[src/hdl/sar_adc_consts.vh]
// Shared constants of the serial converter control logic.
// Assumes a 100 MHz system clock and a 12-bit result word.
`ifndef SAR_ADC_CONSTS_VH
`define SAR_ADC_CONSTS_VH

// Clock rate in MHz, used to turn times into cycle counts
`define SYS_CLK_MHZ 32'h0000_0064
// Result width and serial word width (settled flag plus result)
`define RESULT_BITS 12
`define WORD_BITS 13
// Position of the reference settled flag inside the serial word
`define FLAG_POS 12
// Bits in one serial word, at the width of the shift counter
`define WORD_COUNT 4'hD
// Depth of the result buffer
`define FIFO_DEPTH 8
`define FIFO_ADDR_BITS 3
// Time from conversion start to the first bit decision, ns
`define SETTLE_NS 16'h0078
// Time spent on each bit decision, ns
`define DECIDE_NS 16'h0064
// Least clock-high time that wakes the device, ns
`define WAKE_NS 16'h0032
// Trigger pulses with the clock low for each power-down level
`define LIGHT_PULSES 3'h2
`define DEEP_PULSES 3'h4
// Approximation register reset value
`define APPROX_RESET 12'h000

`endif

[src/hdl/result_fifo.v]
// Small synchronous FIFO that buffers finished conversion words.
// Assumes one clock; both sides use valid and ready handshakes.
`timescale 1ns/1ns
`default_nettype none

module result_fifo #(
	parameter WIDTH = 13,
	parameter DEPTH = 8,
	parameter ADDR_W = 3
) (
	input wire clk_sys_i,
	input wire rst_n_i,
	input wire in_valid_i,
	output wire in_ready_o,
	input wire [WIDTH-1:0] in_data_i,
	output wire out_valid_o,
	input wire out_ready_i,
	output wire [WIDTH-1:0] out_data_o
);

	reg [WIDTH-1:0] mem [0:DEPTH-1];
	reg [ADDR_W-1:0] wr_ptr;
	reg [ADDR_W-1:0] rd_ptr;
	reg [ADDR_W:0] count;
	wire push;
	wire pop;

	// Full and empty come straight from the occupancy count;
	// with a power-of-two depth, full is exactly the top count bit
	assign in_ready_o = ~count[ADDR_W];
	assign out_valid_o = (count != {(ADDR_W+1){1'b0}});
	assign out_data_o = mem[rd_ptr];
	assign push = in_valid_i & in_ready_o;
	assign pop = out_valid_o & out_ready_i;

	// Storage has no reset; only the pointers and the count need a defined value
	always @(posedge clk_sys_i)
	begin
		if (push)
			mem[wr_ptr] <= in_data_i;
	end

	// Pointers wrap naturally because depth is a power of two
	always @(posedge clk_sys_i or negedge rst_n_i)
	begin
		if (!rst_n_i)
		begin
			wr_ptr <= {ADDR_W{1'b0}};
			rd_ptr <= {ADDR_W{1'b0}};
			count <= {(ADDR_W+1){1'b0}};
		end
		else
		begin
			if (push)
				wr_ptr <= wr_ptr + 1'b1;
			if (pop)
				rd_ptr <= rd_ptr + 1'b1;
			if (push & ~pop)
				count <= count + 1'b1;
			else if (pop & ~push)
				count <= count - 1'b1;
		end
	end

endmodule

`default_nettype wire

[src/hdl/sar_adc_serial_control.v]
// Control logic of a 12-bit successive-approximation converter.
// Assumes the host's trigger and serial clock are synchronous to clk_sys_i;
// the comparator and reference monitor come from the analog front end.
`timescale 1ns/1ns
`default_nettype none
`include "sar_adc_consts.vh"

// What this block does
// - A rising trigger edge starts a conversion unless powered down or the buffer is full; so does a trigger level already high at reset release.
// - The approximation register is cleared at conversion start, before any decision.
// - Trigger edges during a conversion start nothing but still count as power-down pulses with clock low; conversion always completes.
// - Twelve bit decisions are made, most significant bit first down to bit zero.
// - The finished approximation register goes out as a serial word on one pin.
// - The host serial clock paces the output; each bit changes on its edge.
// - With clock low, two trigger pulses give light, four give deep power-down.
// - A clock-high pulse of at least 50 ns wakes from either power-down level.
// - A trigger falling during a bit decision never aborts the running conversion.
// - The serial word carries a settled flag, low while the reference is too low.
// - Unipolar results are natural binary.
// - Bipolar results are two's complement.
module sar_adc_serial_control (
	input wire clk_sys_i,
	input wire rst_n_i,
	input wire conversion_trigger_i,
	input wire serial_clock_i,
	input wire comparator_i,
	input wire reference_ok_i,
	input wire bipolar_i,
	output reg [11:0] approximation_register_o,
	output reg sample_hold_o,
	output reg converting_o,
	output reg serial_data_o,
	output reg serial_data_oe_o,
	output reg light_powerdown_o,
	output reg deep_powerdown_o
);

	// Least time in whole cycles, never below one
	function [15:0] ns_to_cycles;
		input [15:0] ns;
		reg [31:0] prod;
		begin
			prod = ({16'h0000, ns} * `SYS_CLK_MHZ + 32'h0000_03E7) / 32'h0000_03E8;
			if (prod == 32'h0000_0000)
				ns_to_cycles = 16'h0001;
			else
				ns_to_cycles = prod[15:0];
		end
	endfunction

	// One-hot mask of a bit position of the approximation register
	function [11:0] bit_mask;
		input [3:0] idx;
		begin
			bit_mask = 12'h001 << idx;
		end
	endfunction

	// Level high now and low on the previous cycle
	function is_rise;
		input now_level;
		input last_level;
		begin
			is_rise = now_level & ~last_level;
		end
	endfunction

	localparam [15:0] SETTLE_CYCLES = ns_to_cycles(`SETTLE_NS);
	localparam [15:0] DECIDE_CYCLES = ns_to_cycles(`DECIDE_NS);
	localparam [15:0] WAKE_CYCLES = ns_to_cycles(`WAKE_NS);

	localparam [1:0] ST_IDLE = 2'h0;
	localparam [1:0] ST_SETTLE = 2'h1;
	localparam [1:0] ST_DECIDE = 2'h2;
	localparam [1:0] ST_DONE = 2'h3;

	reg [1:0] state;
	reg [15:0] tick_cnt;
	reg [3:0] bit_idx;
	reg trigger_prev;
	reg sclk_prev;
	reg push_valid;
	reg [`WORD_BITS-1:0] push_word;
	reg [2:0] pulse_cnt;
	reg [15:0] high_cnt;
	reg out_active;
	reg [`WORD_BITS-1:0] shift_word;
	reg [3:0] shift_cnt;
	wire trigger_rise;
	wire sclk_rise;
	wire powered_down;
	wire decide_tick;
	wire fifo_in_ready;
	wire fifo_out_valid;
	wire [`WORD_BITS-1:0] fifo_out_data;
	wire out_take;
	wire [11:0] final_code;

	// Edge memories start low; a serial clock already high at release
	// looks like a rise, which is harmless while there is nothing to shift
	assign trigger_rise = is_rise(conversion_trigger_i, trigger_prev);
	assign sclk_rise = is_rise(serial_clock_i, sclk_prev);
	assign powered_down = light_powerdown_o | deep_powerdown_o;
	assign decide_tick = (tick_cnt == 16'h0001);
	assign out_take = fifo_out_valid & ~out_active;
	// Comparator high keeps the trial bit; the last decision is folded in here
	assign final_code = comparator_i ? approximation_register_o
		: (approximation_register_o & ~bit_mask(bit_idx));

	// Finished words wait here so the host may read them late
	result_fifo #(
		.WIDTH(`WORD_BITS),
		.DEPTH(`FIFO_DEPTH),
		.ADDR_W(`FIFO_ADDR_BITS)
	) u_result_fifo (
		.clk_sys_i(clk_sys_i),
		.rst_n_i(rst_n_i),
		.in_valid_i(push_valid),
		.in_ready_o(fifo_in_ready),
		.in_data_i(push_word),
		.out_valid_o(fifo_out_valid),
		.out_ready_i(~out_active),
		.out_data_o(fifo_out_data)
	);

	// Conversion sequencer; the divider tick paces each bit decision
	always @(posedge clk_sys_i or negedge rst_n_i)
	begin
		if (!rst_n_i)
		begin
			state <= ST_IDLE;
			tick_cnt <= 16'h0000;
			bit_idx <= 4'hB;
			approximation_register_o <= `APPROX_RESET;
			sample_hold_o <= 1'b1;
			converting_o <= 1'b0;
			push_valid <= 1'b0;
			push_word <= {`WORD_BITS{1'b0}};
		end
		else
		begin
			push_valid <= 1'b0;
			case (state)
				ST_IDLE:
				begin
					// Input tracks while idle so acquisition runs between conversions
					sample_hold_o <= 1'b1;
					// A full buffer holds off the start rather than losing a word
					if (trigger_rise && !powered_down && fifo_in_ready)
					begin
						approximation_register_o <= `APPROX_RESET;
						bit_idx <= 4'hB;
						sample_hold_o <= 1'b0;
						converting_o <= 1'b1;
						tick_cnt <= SETTLE_CYCLES;
						state <= ST_SETTLE;
					end
				end
				ST_SETTLE:
				begin
					// Trigger edges are not looked at until the conversion ends
					if (decide_tick)
					begin
						approximation_register_o <= 12'h800;
						tick_cnt <= DECIDE_CYCLES;
						state <= ST_DECIDE;
					end
					else
						tick_cnt <= tick_cnt - 16'h0001;
				end
				ST_DECIDE:
				begin
					// Trigger level changes here cannot abort the decisions
					if (decide_tick)
					begin
						tick_cnt <= DECIDE_CYCLES;
						if (bit_idx == 4'h0)
						begin
							approximation_register_o <= final_code;
							state <= ST_DONE;
						end
						else
						begin
							// Settle this bit, then try the next lower one
							approximation_register_o <= final_code | bit_mask(bit_idx - 4'h1);
							bit_idx <= bit_idx - 4'h1;
						end
					end
					else
						tick_cnt <= tick_cnt - 16'h0001;
				end
				ST_DONE:
				begin
					// Bipolar flips the MSB of the offset code to two's complement
					push_word[11:0] <= bipolar_i
						? {~approximation_register_o[11], approximation_register_o[10:0]}
						: approximation_register_o;
					push_word[`FLAG_POS] <= reference_ok_i;
					push_valid <= 1'b1;
					converting_o <= 1'b0;
					sample_hold_o <= 1'b1;
					state <= ST_IDLE;
				end
				default:
				begin
					state <= ST_IDLE;
				end
			endcase
		end
	end

	// Power-down control: pulses counted while the clock stays low
	always @(posedge clk_sys_i or negedge rst_n_i)
	begin
		if (!rst_n_i)
		begin
			trigger_prev <= 1'b0;
			sclk_prev <= 1'b0;
			pulse_cnt <= 3'h0;
			high_cnt <= 16'h0000;
			light_powerdown_o <= 1'b0;
			deep_powerdown_o <= 1'b0;
		end
		else
		begin
			trigger_prev <= conversion_trigger_i;
			sclk_prev <= serial_clock_i;
			if (serial_clock_i)
			begin
				pulse_cnt <= 3'h0;
				if (high_cnt != WAKE_CYCLES)
					high_cnt <= high_cnt + 16'h0001;
				// Short glitches on the clock do not wake the device
				if (high_cnt + 16'h0001 >= WAKE_CYCLES)
				begin
					light_powerdown_o <= 1'b0;
					deep_powerdown_o <= 1'b0;
				end
			end
			else
			begin
				high_cnt <= 16'h0000;
				if (trigger_rise && pulse_cnt != `DEEP_PULSES)
					pulse_cnt <= pulse_cnt + 3'h1;
				// Second pulse gives light, fourth gives deep power-down
				if (trigger_rise && pulse_cnt + 3'h1 == `LIGHT_PULSES)
					light_powerdown_o <= 1'b1;
				if (trigger_rise && pulse_cnt + 3'h1 == `DEEP_PULSES)
				begin
					light_powerdown_o <= 1'b0;
					deep_powerdown_o <= 1'b1;
				end
			end
		end
	end

	// Serial output: one bit per rising host clock, released after the word
	always @(posedge clk_sys_i or negedge rst_n_i)
	begin
		if (!rst_n_i)
		begin
			out_active <= 1'b0;
			shift_word <= {`WORD_BITS{1'b0}};
			shift_cnt <= 4'h0;
			serial_data_o <= 1'b0;
			serial_data_oe_o <= 1'b0;
		end
		else if (out_take)
		begin
			out_active <= 1'b1;
			shift_word <= fifo_out_data;
			shift_cnt <= 4'h0;
		end
		else if (out_active && sclk_rise)
		begin
			if (shift_cnt == `WORD_COUNT)
			begin
				// Pin released on the edge after the last bit
				serial_data_oe_o <= 1'b0;
				out_active <= 1'b0;
			end
			else
			begin
				serial_data_o <= shift_word[`WORD_BITS-1];
				serial_data_oe_o <= 1'b1;
				shift_word <= {shift_word[`WORD_BITS-2:0], 1'b0};
				shift_cnt <= shift_cnt + 4'h1;
			end
		end
	end

endmodule

`default_nettype wire
[config.mk]
export PLATFORM = sky130hd
export DESIGN_NAME = sar_adc_serial_control
export DESIGN_NICKNAME = d
export VERILOG_FILES = /design/src/hdl/result_fifo.v /design/src/hdl/sar_adc_serial_control.v
export VERILOG_INCLUDE_DIRS = /design/src /design/src/hdl
export SDC_FILE = /design/constraint.sdc
export NUM_CORES = 1
export LEC_CHECK = 0
export BUFFER_PORTS_ARGS = -buffer_cell sky130_fd_sc_hd__buf_4
export CORE_MARGIN = 4
export CORE_UTILIZATION = 40
export DETAILED_ROUTE_END_ITERATION = 10
export RECOVER_POWER = 100
export SETUP_SLACK_MARGIN = 0.2
export SLEW_MARGIN = 25
export SYNTH_ARGS = -nofsm -noshare
export SYNTH_HDL_FRONTEND = slang
export SYNTH_SLANG_ARGS = --single-unit
[constraint.sdc]
create_clock -name clk_sys_i -period 4.78 [get_ports clk_sys_i]
set_input_delay 0.717 -clock clk_sys_i [delete_from_list [all_inputs] [get_ports clk_sys_i]]
set_output_delay 0.717 -clock clk_sys_i [all_outputs]
set_load 0.005 [all_outputs]
-- Yosys cells after proc, flatten, opt, wreduce, memory -nomap -nowiden
Memory sizes are Yosys's and may differ from the RTL's.
Index checks and enable logic that the tools add are counted.
- register bits: 103
- bits in latches: 0
- memory bits (writable): 104
- bits in read-only memories: 0
- input port bits: 7
- output and inout bits: 18
- logic and storage cells: 150
- memories: 1
- memories (name ; words ; width ; rd ports ; clocked after memory_dff ; write ports ; line ; source):
    u_result_fifo.mem ; 8 ; 13 ; 1 ; 0 ; 1 ; result_fifo.v:21 ; reg [WIDTH-1:0] mem [0:DEPTH-1];
- add/subtract/negate cells: 9
- $mul: 0
- divide/modulo/power cells: 0
- order comparisons: 1
- equal/unequal tests: 17
- shifts and indexed selects: 2
- mux-type cells: 48
- bitwise logic cells: 18
- reductions and logical operators: 32
- operators with widths (cell ; count):
    2-to-1 mux 12 bit ; 6
    2-to-1 mux 16 bit ; 4
    2-to-1 mux 13 bit ; 3
    one-hot mux 12 bit (3 select lines) ; 1
    2-to-1 mux 4 bit ; 8
    one-hot mux 16 bit (2 select lines) ; 1
    << shifter 1 x 4 -> 12 bit (first input constant) ; 2
    adder 16 x 1 -> 16 bit (second input constant) ; 1
    == test 16 x 1 -> 1 bit (second input constant) ; 1
    greater-or-equal comparator 16 x 3 -> 1 bit (second input constant) ; 1
    != test 16 x 3 -> 1 bit (second input constant) ; 1
    nonzero test 2 bit ; 8
    subtractor 16 x 1 -> 16 bit (second input constant) ; 1
    2-to-1 mux 1 bit ; 15
    AND reduction 2 bit ; 7
    bitwise AND 12 bit ; 1
    NOT 12 bit ; 1
    OR 12 bit ; 1
    AND reduction 4 bit ; 3
    != test 2 bit (second input constant) ; 5
    adder 3 x 1 -> 3 bit (second input constant) ; 3
    adder 4 x 1 -> 4 bit (second input constant) ; 2
    2-to-1 mux 2 bit ; 4
    NOT 1 bit ; 8
    other kinds (22) ; 39

-- Depth between registers and ports, before layout
Gate-level depths: netlist of the first run.
- word-level depth: 8
- mapped depth: 11
- depth with buffers taken out: 11

-- Modules after synthesis
Synthesis of the first run repeated with hierarchy kept, for this count alone.
- cells, all modules: 716
- area total of the unflattened synthesis: 9521.6 um^2
- modules (own cells, without submodules) (module ; instances ; cells an instance ; area each (um^2) ; seq. area each (um^2)):
    sar_adc_serial_control ; 1 ; 504 ; 4899.7 ; 2332.2
    result_fifo ; 1 ; 212 ; 4621.9 ; 3373.2

-- Worst setup path after synthesis of the first run
No wires, ideal clock.
- kind: flip-flop to flip-flop
- start point: register u_result_fifo.count[0]
- end point: register u_result_fifo.count[3]
- library setup time: 126 ps
- data arrival time: 2119 ps
- required time: 4654 ps
- slack: 2534 ps
- cell stages (with the launch flop): 12
- path buffers: 0
- period minus slack after synthesis: 2246 ps
- path through: dfrtp_1 nor4_1 nor2_1 inv_1 ha_1 inv_1 ha_1 a21o_1 a21oi_1 xnor2_1 nor2_1 xor2_1
- cells in the longest elaborated chain, start to end: 5
- elaborated cells on any way between the ends: 10
- classes of those cells: 2 x add/sub; 2 x mux; 4 x bitwise; 2 x reduce/logical
- ends and longest elaborated chain (element ; line ; source):
    start, declared ; result_fifo.v:24 ; reg [ADDR_W:0] count;
    start signal, assigned ; result_fifo.v:50 ; count <= {(ADDR_W+1){1'b0}};
    start signal, assigned ; result_fifo.v:59 ; count <= count + 1'b1;
    start signal, assigned ; result_fifo.v:61 ; count <= count - 1'b1;
    parallel branches: the longest is 5 deep, another holds subtractor 4 x 1 -> 4 bit ; n/a ;
Parallel ways; which one is timed is not known. The select of a mux whose other input is x is not followed.
A chain may end at the register's enable or synchronous reset.

-- Final worst setup path of the first run
- start point: input serial_clock_i
- end point: register shift_word[3]
- cells in the longest elaborated chain, start to end: 4
- ends and longest elaborated chain (element ; line ; source):
    start, declared ; sar_adc_serial_control.v:25 ; input wire serial_clock_i,
    bitwise AND 1 bit ; sar_adc_serial_control.v:64 ; is_rise = now_level & ~last_level;
    logical AND 1 bit ; sar_adc_serial_control.v:274 ; else if (out_active && sclk_rise)
    nonzero test 2 bit (no line) ; n/a ;
    AND reduction 2 bit (no line) ; n/a ;
    end signal, assigned ; sar_adc_serial_control.v:263 ; shift_word <= {`WORD_BITS{1'b0}};
    end signal, assigned ; sar_adc_serial_control.v:271 ; shift_word <= fifo_out_data;
    end signal, assigned ; sar_adc_serial_control.v:286 ; shift_word <= {shift_word[`WORD_BITS-2:0], 1'b0};
    end, declared ; sar_adc_serial_control.v:87 ; reg [`WORD_BITS-1:0] shift_word;
No other way between the ends.

==> results of run 1 <==
## power breakdown
| group | switching (µW) | internal, µW | leakage, µW |
|---|---|---|---|
| registers | 38.9 | 1910 | 0.00211 |
| clock network | 710 | 1180 | 0.000401 |
| logic | 82.2 | 63.8 | 0.00133 |
## registers in the layout (all words and copies together) (netlist names), 2 cells and up
name and cells:
state 2, push_word 13, bit_idx 4, tick_cnt 16, shift_word 13, u_result_fifo.count 4, pulse_cnt 3, u_result_fifo.mem 104
approximation_register_o 12, high_cnt 16, shift_cnt 4, u_result_fifo.rd_ptr 3, u_result_fifo.wr_ptr 3
## layout make-up
cell class / instances / area, µm² / share of cell area, %
flip-flops and latches: 207 / 5710 / 53.7
multi-input cells: 442 / 3430 / 32.3
clock buffers: 26 / 597 / 5.62
well taps: 313 / 392 / 3.69
clock inverters: 16 / 233 / 2.19
repair buffers: 30 / 184 / 1.73
inverters: 21 / 78.8 / 0.743
## worst max path at each step
stage / end / cells past startpoint
2_1_floorplan: u_result_fifo.count[3] / 11
3_3_place_gp: u_result_fifo.count[3] / 11
3_5_place_dp: u_result_fifo.count[3] / 11
4_1_cts: u_result_fifo.count[3] / 11
5_1_grt: shift_word[5] / 7
6_report: shift_word[3] / 7
## stage by stage
| stage | instance area (µm²) | cells | setup slack (ns) | utilization [%] |
|---|---|---|---|---|
| floorplan | 9390 | 704 | 2.53 | - |
| global placement | 9870 | 1013 | 1.76 | 43.2 |
| detailed placement | 9880 | 1013 | 1.88 | 43.2 |
| CTS | 10700 | 1055 | 1.85 | 46.9 |
| global route | 10600 | 1055 | 1.03 | 46.5 |
| finish | 10600 | 1055 | 1.37 | 46.5 |
## worst register-to-register path, delay by kind of cell, from the launching register on
kind | cells | cell delay [ns]
buffers and inverters | 1 | 0.07
AOI/OAI and AO/OA | 2 | 0.46
DFF | 1 | 0.38
and+or+nand+nor | 3 | 2.04
## layer usage
layer	track usage, %	vias to the layer above	routed length [µm]
li1	-	2628	-
met4	3.88	0	289
met1	19.2	2835	8310
met3	2.17	25	708
met5	0	-	0
met2	24.5	107	8990
## Yosys cell counts, types with 2 or more instances
| cell type | instances |
|---|---|
| mux2i_1 | 17 |
| mux4_2 | 26 |
| ha_1 | 27 |
| a21oi_1 | 40 |
| dfrtp_1 | 99 |
| nor2b_1 | 18 |
| buf_1 | 3 |
| a211oi_1 | 13 |
| nand2b_1 | 9 |
| or3_1 | 4 |
| nor4_1 | 11 |
| clkbuf_1 | 16 |
| nand2_1 | 36 |
| nor3_1 | 9 |
| o2111ai_1 | 2 |
| o22ai_1 | 2 |
| dfstp_2 | 4 |
| or2b_1 | 2 |
| nand3b_1 | 2 |
| buf_4 | 4 |
| xor2_1 | 14 |
| buf_2 | 10 |
| nand3_1 | 8 |
| a211o_1 | 2 |
| a21o_1 | 3 |
| and2_1 | 3 |
| nand4_1 | 7 |
| or4_1 | 2 |
| xnor2_1 | 28 |
| mux2_2 | 17 |
| edfxtp_1 | 104 |
| o21ai_0 | 29 |
| and3_1 | 6 |
| nor2_1 | 71 |
| o221a_2 | 2 |
| o21ai_1 | 6 |
| nand4_4 | 2 |
| inv_1 | 20 |
## logic make-up after synthesis
group	Yosys count	synth area share [%]
and+or+nand+nor	201	11.2
DFF	207	60.7
buffers and inverters	55	2.57
AOI/OAI and AO/OA	110	7.54
muxes	61	10.2
xor gates and xnor gates	42	3.92
adders and majority gates	28	3.81
==> key figures, run 1 <==
Yosys
  – Post-synth top area share: between 30% and 40%
  – Seq/Total Area, Yosys: around three fifths
  – Leading register cell type out of synthesis: edfxtp_1
  – Mapped Avg Cell Area: 13.3 µm²
  – EDFF count, synth: about 100
  – Syn_nets: 739
  – Post-synthesis register bit count: 207
  – Largest cells by area after synthesis: edfxtp_1, dfrtp_1, mux4_2
  – Ys async rst share: between 40% and 50%
  – Cell taking the most area after synthesis: edfxtp_1
  – Synthesized instance count: 704
  – Number of synthesis warnings: 0
  – Count of different cell masters after synthesis: 64
  – Mapped Area: about 9400 µm²

Cells and area
  – Area Overhead vs Synth: 13.0%
  – Commonest cells after routing, fill and taps aside: edfxtp_1, dfrtp_1, nor2_1
  – Layout fillers: 2064
  – Layout cells sized above 1: 15.0%
  – Most common cell after layout, fill and taps aside: edfxtp_1
  – N_diodes: 0
  – Final net count: 760

Setup path
  – Worst EP required: 5.14 ns
  – Worst Setup SP: serial_clock_i
  – Critical Path, Cell by Cell: clkbuf_1 -> inv_1 -> or3_1 -> nor2b_1 -> nor2b_1 -> a211oi_1 -> a21oi_1
  – Critical Path AT: 3.77 ns
  – Reg2Reg Launch Point: out_active
  – R2R setup slack: 1.68 ns
  – Max incr delay on CP: 1.49 ns
  – WP buf/inv: 2
  – CP most frequent cell: nor2b_1
  – Worst Path Max Fanout: 31
  – Worst flop-to-flop path endpoint: shift_word[3]
  – Cell depth of the worst flop-to-flop path: 6
  – Crit-path leading delay family: simple AND/OR/NAND/NOR gates
  – Type of origin of the critical path: input port
  – Type of destination of the critical path: register
  – CP max-delay cell: nor2b_1
  – Crit Path Class: in -> reg

STA
  – Final setup fails: 0
  – Fin crit share: 71.3%
  – Minimum clock period: approximately 3.4 ns
  – Fin. Hold Viols: 0
  – Slew margin rel.: -31.7%
  – Achievable frequency: roughly 290 MHz
  – RSZ-0062 raised after global routing: false
  – Worst-margin pin slew: 1.97 ns
  – Final slew viol count: between 60 and 70
  – Final clock skew: 0.0129 ns
  – Setup TNS: 0 ns
  – Hold_ws: ~0.22 ns

Power
  – Pleak: 0.00384 µW
  – Worst IR drop on VDD: 0.278 mV
  – Power per Cell Area: 375 nW/µm²
  – PnR Total Power: between 3000 and 4000 µW

Die
  – Io pins: 25
  – Die Y: 161 µm
  – Initial Util: 41.1%
  – Die width: 161 µm
  – Core ar.: around 23000 µm²
  – Die area: 26000 µm²
  – Num rows: 55

Clock network
  – Root buf cell: clkbuf_16
  – Clk_lat worst skew: ~0.52 ns
  – Cts bufs inserted: 23
  – Resized cells post-CTS: 0
  – CTS Buffer Depth: 3
  – Clock sinks: 207
  – CTS HTree Levels: 1
  – Hold buffer count at CTS: 0
  – CTS tree: yes
  – CTS clk-pin slew, worst paths: 0.06 ns
  – Post-CTS Setup Bufs: 0

Detailed routing
  – Total iterations of the first detailed-routing run: 5
  – Drt wl/cell: about 17 µm
  – Vias: 5595
  – Vias per std cell: about 5.3
  – DRC Markers: 0
  – Routed Antenna Nets: 0
  – DR iter-0 viols: 343
  – Final WL: ~18000 µm

GRT
  – Initial antenna violation count: 0
  – Grt ovf: 0
  – Largest net degree at the start of global routing: 75
  – First-pass GRT wire length: 30500 µm
  – Number of global-route vias before repair: 5876
  – Overall Global Routing Usage: 14.3%

Worst hold path
  – Worst hold-check path type: in -> async

Placed design
  – Post-DP HPWL: around 12000 µm
  – PortBufs: 24
  – RePlAce Congestion: 0.963

Status
  – Failing checks: max-capacitance violations, max-slew violations
  – Status: finished with violations

Flow run
  – Max-cap violations: 4
(Power assumes the default switching activity.)
==> inputs of run 2 (changes only) <==
==> constraint.sdc (replaced) <==
create_clock -name clk_sys_i -period 3.4 [get_ports clk_sys_i]
set_input_delay 0.51 -clock clk_sys_i [delete_from_list [all_inputs] [get_ports clk_sys_i]]
set_output_delay 0.51 -clock clk_sys_i [all_outputs]
set_load 0.005 [all_outputs]
==> run 2 against run 1 <==
Net effect: hold slack lost 0.046 ns; largest cell class unchanged; sequential share of layout area grew 0.15 points; combinational power grew 42%; sequential power grew 40%; clock-buffer cell count shrank 1; the run still ends with max-capacitance violations, max-slew violations left; routed wire length grew 0.92%.
==> key figures, run 2 (synthesis results as in run 1) <==
STA
  – Final clock skew: 0.00850 ns
  – RSZ-0062 raised after global routing: false
  – Setup TNS: 0 ns
  – Hold_ws: 0.175 ns
  – Final setup fails: 0
  – Slew margin rel.: -73.0%
  – Final slew viol count: 104
  – Fin. Hold Viols: 0
  – Worst-margin pin slew: 2.59 ns
  – Fin crit share: a little over four fifths
  – Achievable frequency: approximately 350 MHz
  – Minimum clock period: 2.84 ns

Cells and area
  – Layout cells sized above 1: 16.9%
  – Multi-input gate area: 3430 µm²
  – Most common cell after layout, fill and taps aside: edfxtp_1
  – Final instance area: approximately 11000 µm²
  – Final net count: 769
  – Final non-filler cell total: ~1100
  – Largest register by flop count: u_result_fifo.mem
  – Max reg flops: 104
  – Register area: around 5700 µm²
  – Commonest cells after routing, fill and taps aside: edfxtp_1, dfrtp_1, nor2_1
  – Largest regs: u_result_fifo.mem (104), high_cnt (16), tick_cnt (16)
  – Area Overhead vs Synth: 12.7%
  – N_diodes: 0
  – Layout fillers: 2039

Setup path
  – Type of origin of the critical path: input port
  – CP max-delay cell: clkbuf_1
  – Worst flop-to-flop path endpoint: approximation_register_o[6]
  – R2R setup slack: 0.56 ns
  – Worst EP required: 3.76 ns
  – Crit Path Class: in -> reg
  – Worst Setup SP: serial_clock_i
  – Max incr delay on CP: 0.97 ns
  – Worst Path Max Fanout: 31
  – Critical Path, Cell by Cell: clkbuf_1 -> inv_1 -> or3_1 -> nor2b_2 -> clkbuf_1 -> nor2b_1 -> a211oi_1 -> a21oi_1
  – WP buf/inv: 3
  – Reg2Reg Launch Point: state[0]
  – Critical Path AT: approximately 3.2 ns
  – Cell depth of the worst flop-to-flop path: 8
  – Crit-path leading delay family: buffers and inverters
  – CP most frequent cell: clkbuf_1
  – Type of destination of the critical path: register

Clock network
  – CTS clk-pin slew, worst paths: about 0.060 ns
  – Clock sinks: 207
  – CTS tree: yes
  – CTS HTree Levels: 1
  – CTS Buffer Depth: 3
  – Cts bufs inserted: 23
  – Hold buffer count at CTS: 0
  – Resized cells post-CTS: 0
  – Clk_lat worst skew: roughly 0.5 ns
  – Post-CTS Setup Bufs: 0
  – Root buf cell: clkbuf_16

Detailed routing
  – Vias: 5635
  – Vias per std cell: between 5 and 6
  – Final WL: 18500 µm
  – DRC Markers: 0
  – DR iter-0 viols: 300
  – Routed Antenna Nets: 0
  – Drt wl/cell: between 15 and 20 µm
  – Total iterations of the first detailed-routing run: 6

Placed design
  – RePlAce Congestion: 0.954
  – Post-DP Area: 9950 µm²
  – Post-DP HPWL: 12000 µm
  – Post-Place Cells: 1022
  – PortBufs: 24

GRT
  – Largest net degree at the start of global routing: roughly 100
  – Grt ovf: 0
  – First-pass GRT wire length: roughly 31000 µm
  – Initial antenna violation count: 0
  – Overall Global Routing Usage: 14.7%
  – Number of global-route vias before repair: 5987

Status
  – Status: finished with violations
  – Failing checks: max-capacitance violations, max-slew violations

Die
  – Die Y: 161 µm
  – Initial Util: 41.1%
  – Die area: 26000 µm²
  – Die width: 161 µm
  – Core ar.: 22800 µm²
  – Num rows: 55
  – Io pins: 25

Worst hold path
  – Worst hold-check path type: in -> reg
  – Hold Path Stages: 1
  – Startpoint of the worst hold path: conversion_trigger_i
  – WHS Endpoint: trigger_prev

Power
  – Power per Cell Area: 505 nW/µm²
  – Worst IR drop on VDD: ~0.35 mV
  – Pleak: 0.00384 µW

Flow run
  – Max-cap violations: 1
-- run 2: cell count changes in the layout (fill, tap and decap cells not counted), moves of 2 or more --
cell	before	now
clkinv_2	1	10
clkinv_1	4	1
bufinv_16	5	2
clkbuf_1	14	16
nor2_1	70	65
clkbuf_4	10	16
nor2_2	0	6
clkinv_4	3	1
o21ai_1	0	2
-- run 2: power breakdown --
part / switching [µW] / internal, µW / total [µW]
sequential: 51.8 / 2680 / 2730
combinational: 115 / 92.7 / 208
clock: 965 / 1440 / 2400
total: 1130 / 4210 / 5340
-- run 2: per-stage QoR --
stage                     setup WS [ns]  utilization, %  total power, µW
final                             0.556            46.3             5340
after global routing              0.257            46.3             5560
after CTS                         0.723            46.8             5420
after detailed placement          0.736            43.5             3000
after global placement            0.763            43.5             2980
after floorplan                    1.15               -             2910
-- run 2: worst reg2reg max path, stage by stage (launching register included) --
cell and delay, ns:
dfrtp_1 0.41, inv_1 0.09, ha_1 0.34, o41ai_1 0.11, clkbuf_1 0.44, o211ai_1 0.51, a211oi_1 0.50, nand2_1 0.17
o21ai_0 0.19
-- run 2: how the worst max path moves through the flow --
stage                                        endpoint  slack [ns]  depth (start not counted)
after floorplan                u_result_fifo.count[3]        1.15                         11
after global placement         u_result_fifo.count[3]        0.76                         12
after detailed placement       u_result_fifo.count[3]        0.74                         12
after CTS                      u_result_fifo.count[3]        0.72                         12
after global routing      approximation_register_o[6]        0.26                          8
final                                   shift_word[7]        0.56                          8
-- run 2: layout make-up --
type                    count  area share [%]
repair buffers             39            2.21
multi-input cells         442            32.4
clock buffers              25            5.71
inverters                  21           0.745
clock inverters            16            1.31
well taps                 313            3.70
flip-flops and latches    207            53.9
-- run 2: per-layer routing --
layer | track usage (%) | vias up | routed length, µm
met1 | 19.4 | 2855 | 8230
met4 | 3.45 | 0 | 267
met3 | 2.27 | 27 | 723
met2 | 25.6 | 117 | 9240
li1 | - | 2636 | -
met5 | 0 | - | 0
==> inputs of run 3 (changes only) <==
--- a/config.mk
+++ b/config.mk
@@ -6,6 +6,7 @@
 export SDC_FILE = /design/constraint.sdc
 export NUM_CORES = 1
 export LEC_CHECK = 0
+export ABC_AREA = 1
 export BUFFER_PORTS_ARGS = -buffer_cell sky130_fd_sc_hd__buf_4
 export CORE_MARGIN = 4
 export CORE_UTILIZATION = 40
==> constraint.sdc (replaced) <==
create_clock -name clk_sys_i -period 2.7 [get_ports clk_sys_i]
set_input_delay 0.405 -clock clk_sys_i [delete_from_list [all_inputs] [get_ports clk_sys_i]]
set_output_delay 0.405 -clock clk_sys_i [all_outputs]
set_load 0.005 [all_outputs]
==> run 3 against run 2 <==
Net effect: the flow now finishes without violations; via count up 17%; area after synthesis up 2.0%; first-iteration DRC count grew 28%; setup slack worse by 0.17 ns; combinational power grew to 16 times the previous value; core utilization fell by 0.18 points; highest routed layer unchanged.
==> key figures, run 3 <==
Yosys
  – Largest cells by area after synthesis: edfxtp_1, dfrtp_1, nand2_1
  – Post-synthesis register bit count: approximately 210
  – Cell with the most instances after synthesis: nand2_1
  – Leading register cell type out of synthesis: edfxtp_1
  – Synthesized instance count: 921
  – Mapped Avg Cell Area: between 10 and 15 µm²
  – Ys async rst share: 49.8%
  – Synth top cells by count: nand2_1, nor2_1, edfxtp_1
  – Count of different cell masters after synthesis: between 50 and 60
  – Mapped Area: 9580 µm²
  – Post-synth top area share: 32.6%
  – Cell taking the most area after synthesis: edfxtp_1
  – Number of synthesis warnings: 0
  – EDFF count, synth: approximately 100
  – Syn_nets: between 900 and 1000
  – Seq/Total Area, Yosys: 59.6%

Detailed routing
  – DR iter-0 viols: roughly 380
  – Routed Antenna Nets: 0
  – Vias per std cell: 5.07
  – Vias: 6583
  – Drt wl/cell: about 15 µm
  – Top routing layer in use: met4
  – Final WL: 20000 µm
  – DRC Markers: 0
  – Metal3 WL: 974 µm
  – Met2 wire len: ~9400 µm
  – Wl on met1: a little over 9000 µm
  – Total iterations of the first detailed-routing run: 4

Power
  – Internal power: 7140 µW
  – Seq pwr share: 41.8%
  – Worst IR drop on VDD: roughly 0.58 mV
  – Share of total power in the clock network: roughly 28%
  – Pleak: 0.00445 µW
  – Combinational share of power: 30.4%
  – PnR Total Power: about 11000 µW
  – Sw power: 3970 µW
  – Sw frac: 35.7%
  – Power per Cell Area: ~1000 nW/µm²

Placed design
  – Post-Place Cells: about 1300
  – PortBufs: 24
  – Post-DP Area: roughly 10000 µm²
  – RePlAce Congestion: slightly below 0.9
  – Setup Slack @ Placement: 0.393 ns
  – Post-DP HPWL: roughly 13000 µm

Cells and area
  – Final instance area: 10900 µm²
  – Final net count: around 1000
  – Max reg flops: approximately 100
  – Final non-filler cell total: 1298
  – Largest regs: u_result_fifo.mem (104), high_cnt (16), tick_cnt (16)
  – Largest register by flop count: u_result_fifo.mem
  – Commonest cells after routing, fill and taps aside: nand2_1, nor2_1, edfxtp_1
  – Layout cells sized above 1: 9.50%
  – N_diodes: 0
  – Area Overhead vs Synth: 13.5%
  – Most common cell after layout, fill and taps aside: nand2_1

Die
  – Initial Util: 40.7%
  – Core ar.: 23500 µm²
  – Die width: roughly 160 µm
  – Die area: roughly 26000 µm²
  – Num rows: 56
  – Io pins: 25
  – Die Y: 163 µm

Clock network
  – CTS tree: yes
  – CTS HTree Levels: 1
  – CTS clk-pin slew, worst paths: 0.06 ns
  – CTS Buffer Depth: 3
  – Post-CTS Setup Bufs: 0
  – Clock sinks: 207
  – Cts bufs inserted: 23
  – Clk_lat worst skew: 0.50 ns
  – Root buf cell: clkbuf_16

GRT
  – Number of global-route vias before repair: 6427
  – Overall Global Routing Usage: 15.1%
  – Largest net degree at the start of global routing: between 50 and 60
  – Grt ovf: 0
  – First-pass GRT wire length: 32700 µm
  – Initial antenna violation count: 0

Setup path
  – Worst Path Max Fanout: 4
  – Critical Path, Cell by Cell: nor4_1 -> nor2_2 -> inv_1 -> ha_1 -> inv_1 -> ha_1 -> a21o_1 -> a21oi_1 -> nor2_1 -> nor2_1 -> nand2_1 -> xor2_1
  – Max incr delay on CP: 0.43 ns
  – Crit-path leading delay family: simple AND/OR/NAND/NOR gates
  – Type of destination of the critical path: register
  – Crit Path Class: reg -> reg
  – Critical Path AT: 2.70 ns
  – Worst EP required: 3.08 ns
  – Type of origin of the critical path: register
  – CP max-delay cell: dfrtp_1
  – WP buf/inv: 2

STA
  – Final WS setup: 0.386 ns
  – Fin crit share: 85.7%
  – Minimum clock period: 2.31 ns
  – Worst-margin pin slew: around 1.4 ns
  – Final slew viol count: 0
  – Fin. Hold Viols: 0
  – Setup TNS: 0 ns
  – Slew margin rel.: 9.10%
  – RSZ-0062 raised after global routing: false
  – Final clock skew: 0.00770 ns
  – Achievable frequency: 432 MHz
  – Final setup fails: 0

Worst hold path
  – Worst hold-check path type: in -> reg

Flow run
  – Max-cap violations: 0

Status
  – Status: finished, final reports clean
run 3: cell types whose count changed in the layout (fill, tap and decap cells not counted), moves of 8 or more:
| cell | delta |
|---|---|
| o221ai_1 | +25 |
| nand2b_1 | -9 |
| nand3_1 | +43 |
| a211oi_1 | -14 |
| nor2b_1 | -17 |
| xnor2_1 | -22 |
| nor2_1 | +66 |
| mux4_2 | -26 |
| inv_1 | +61 |
| o21ai_0 | +41 |
| nand2_1 | +96 |
| mux2_2 | -8 |
| mux2i_1 | +8 |
run 3: layout make-up:
type / instances / area [µm²]
multi-input combinational: 602 / 3400
timing repair buffer: 44 / 292
sequential: 207 / 5710
clock buffer: 26 / 587
clock inverter: 16 / 168
inverter: 84 / 318
tap: 319 / 399
fill: 2214 / 12700
run 3: stage by stage:
step	utilization (%)	hold WS [ns]
4_1_cts	46.6	0.0206
6_report	46.2	0.0811
5_1_grt	46.2	0.0678
2_1_floorplan	-	0.109
3_5_place_dp	43.4	0.470
3_3_place_gp	43.4	0.461
run 3: final timing paths:
kind | from | end | slack (ns) | depth (start not counted)
max in group asynchronous | rst_n_i | tick_cnt[9] | 0.56 | 3
setup reg to reg | u_result_fifo.count[0] | u_result_fifo.count[3] | 0.39 | 12
min in group asynchronous | rst_n_i | high_cnt[1] | 0.77 | 2
hold reg to reg | shift_word[12] | serial_data_o | 0.48 | 2
hold / removal | conversion_trigger_i | trigger_prev | 0.08 | 1
setup / recovery | u_result_fifo.count[0] | u_result_fifo.count[3] | 0.39 | 12
run 3: timing repair:
action | 4_1_cts | 5_1_grt
gates resized for setup | 0 | 1
setup endpoints to repair | 0 | 1
hold endpoints to repair | 48 | 0
hold buffers | 1 | 0
run 3: power by group through the flow:
stage                     combinational [µW]  clock [µW]  sequential [µW]
after floorplan                         2680           0             4480
after global placement                  3420           0             4670
after detailed placement                3490           0             4700
after CTS                               3520        3180             4640
after global routing                    3810        3300             4740
final                                   3380        3090             4640
run 3: metal layers:
metal	track usage, %	vias to the layer above
li1	-	3279
met1	20.5	3130
met2	25.4	140
met4	4.50	0
met3	2.38	34
met5	0	-
run 3: cell families after synthesis:
| logic type | count (synthesis) | share of synthesized area (%) |
|---|---|---|
| compound gates | 163 | 10.1 |
| fa+ha+maj | 28 | 3.74 |
| mux | 34 | 3.67 |
| xor+xnor | 15 | 1.37 |
| buf+inv | 112 | 4.56 |
| simple gates | 362 | 17.0 |
| flops | 207 | 59.6 |
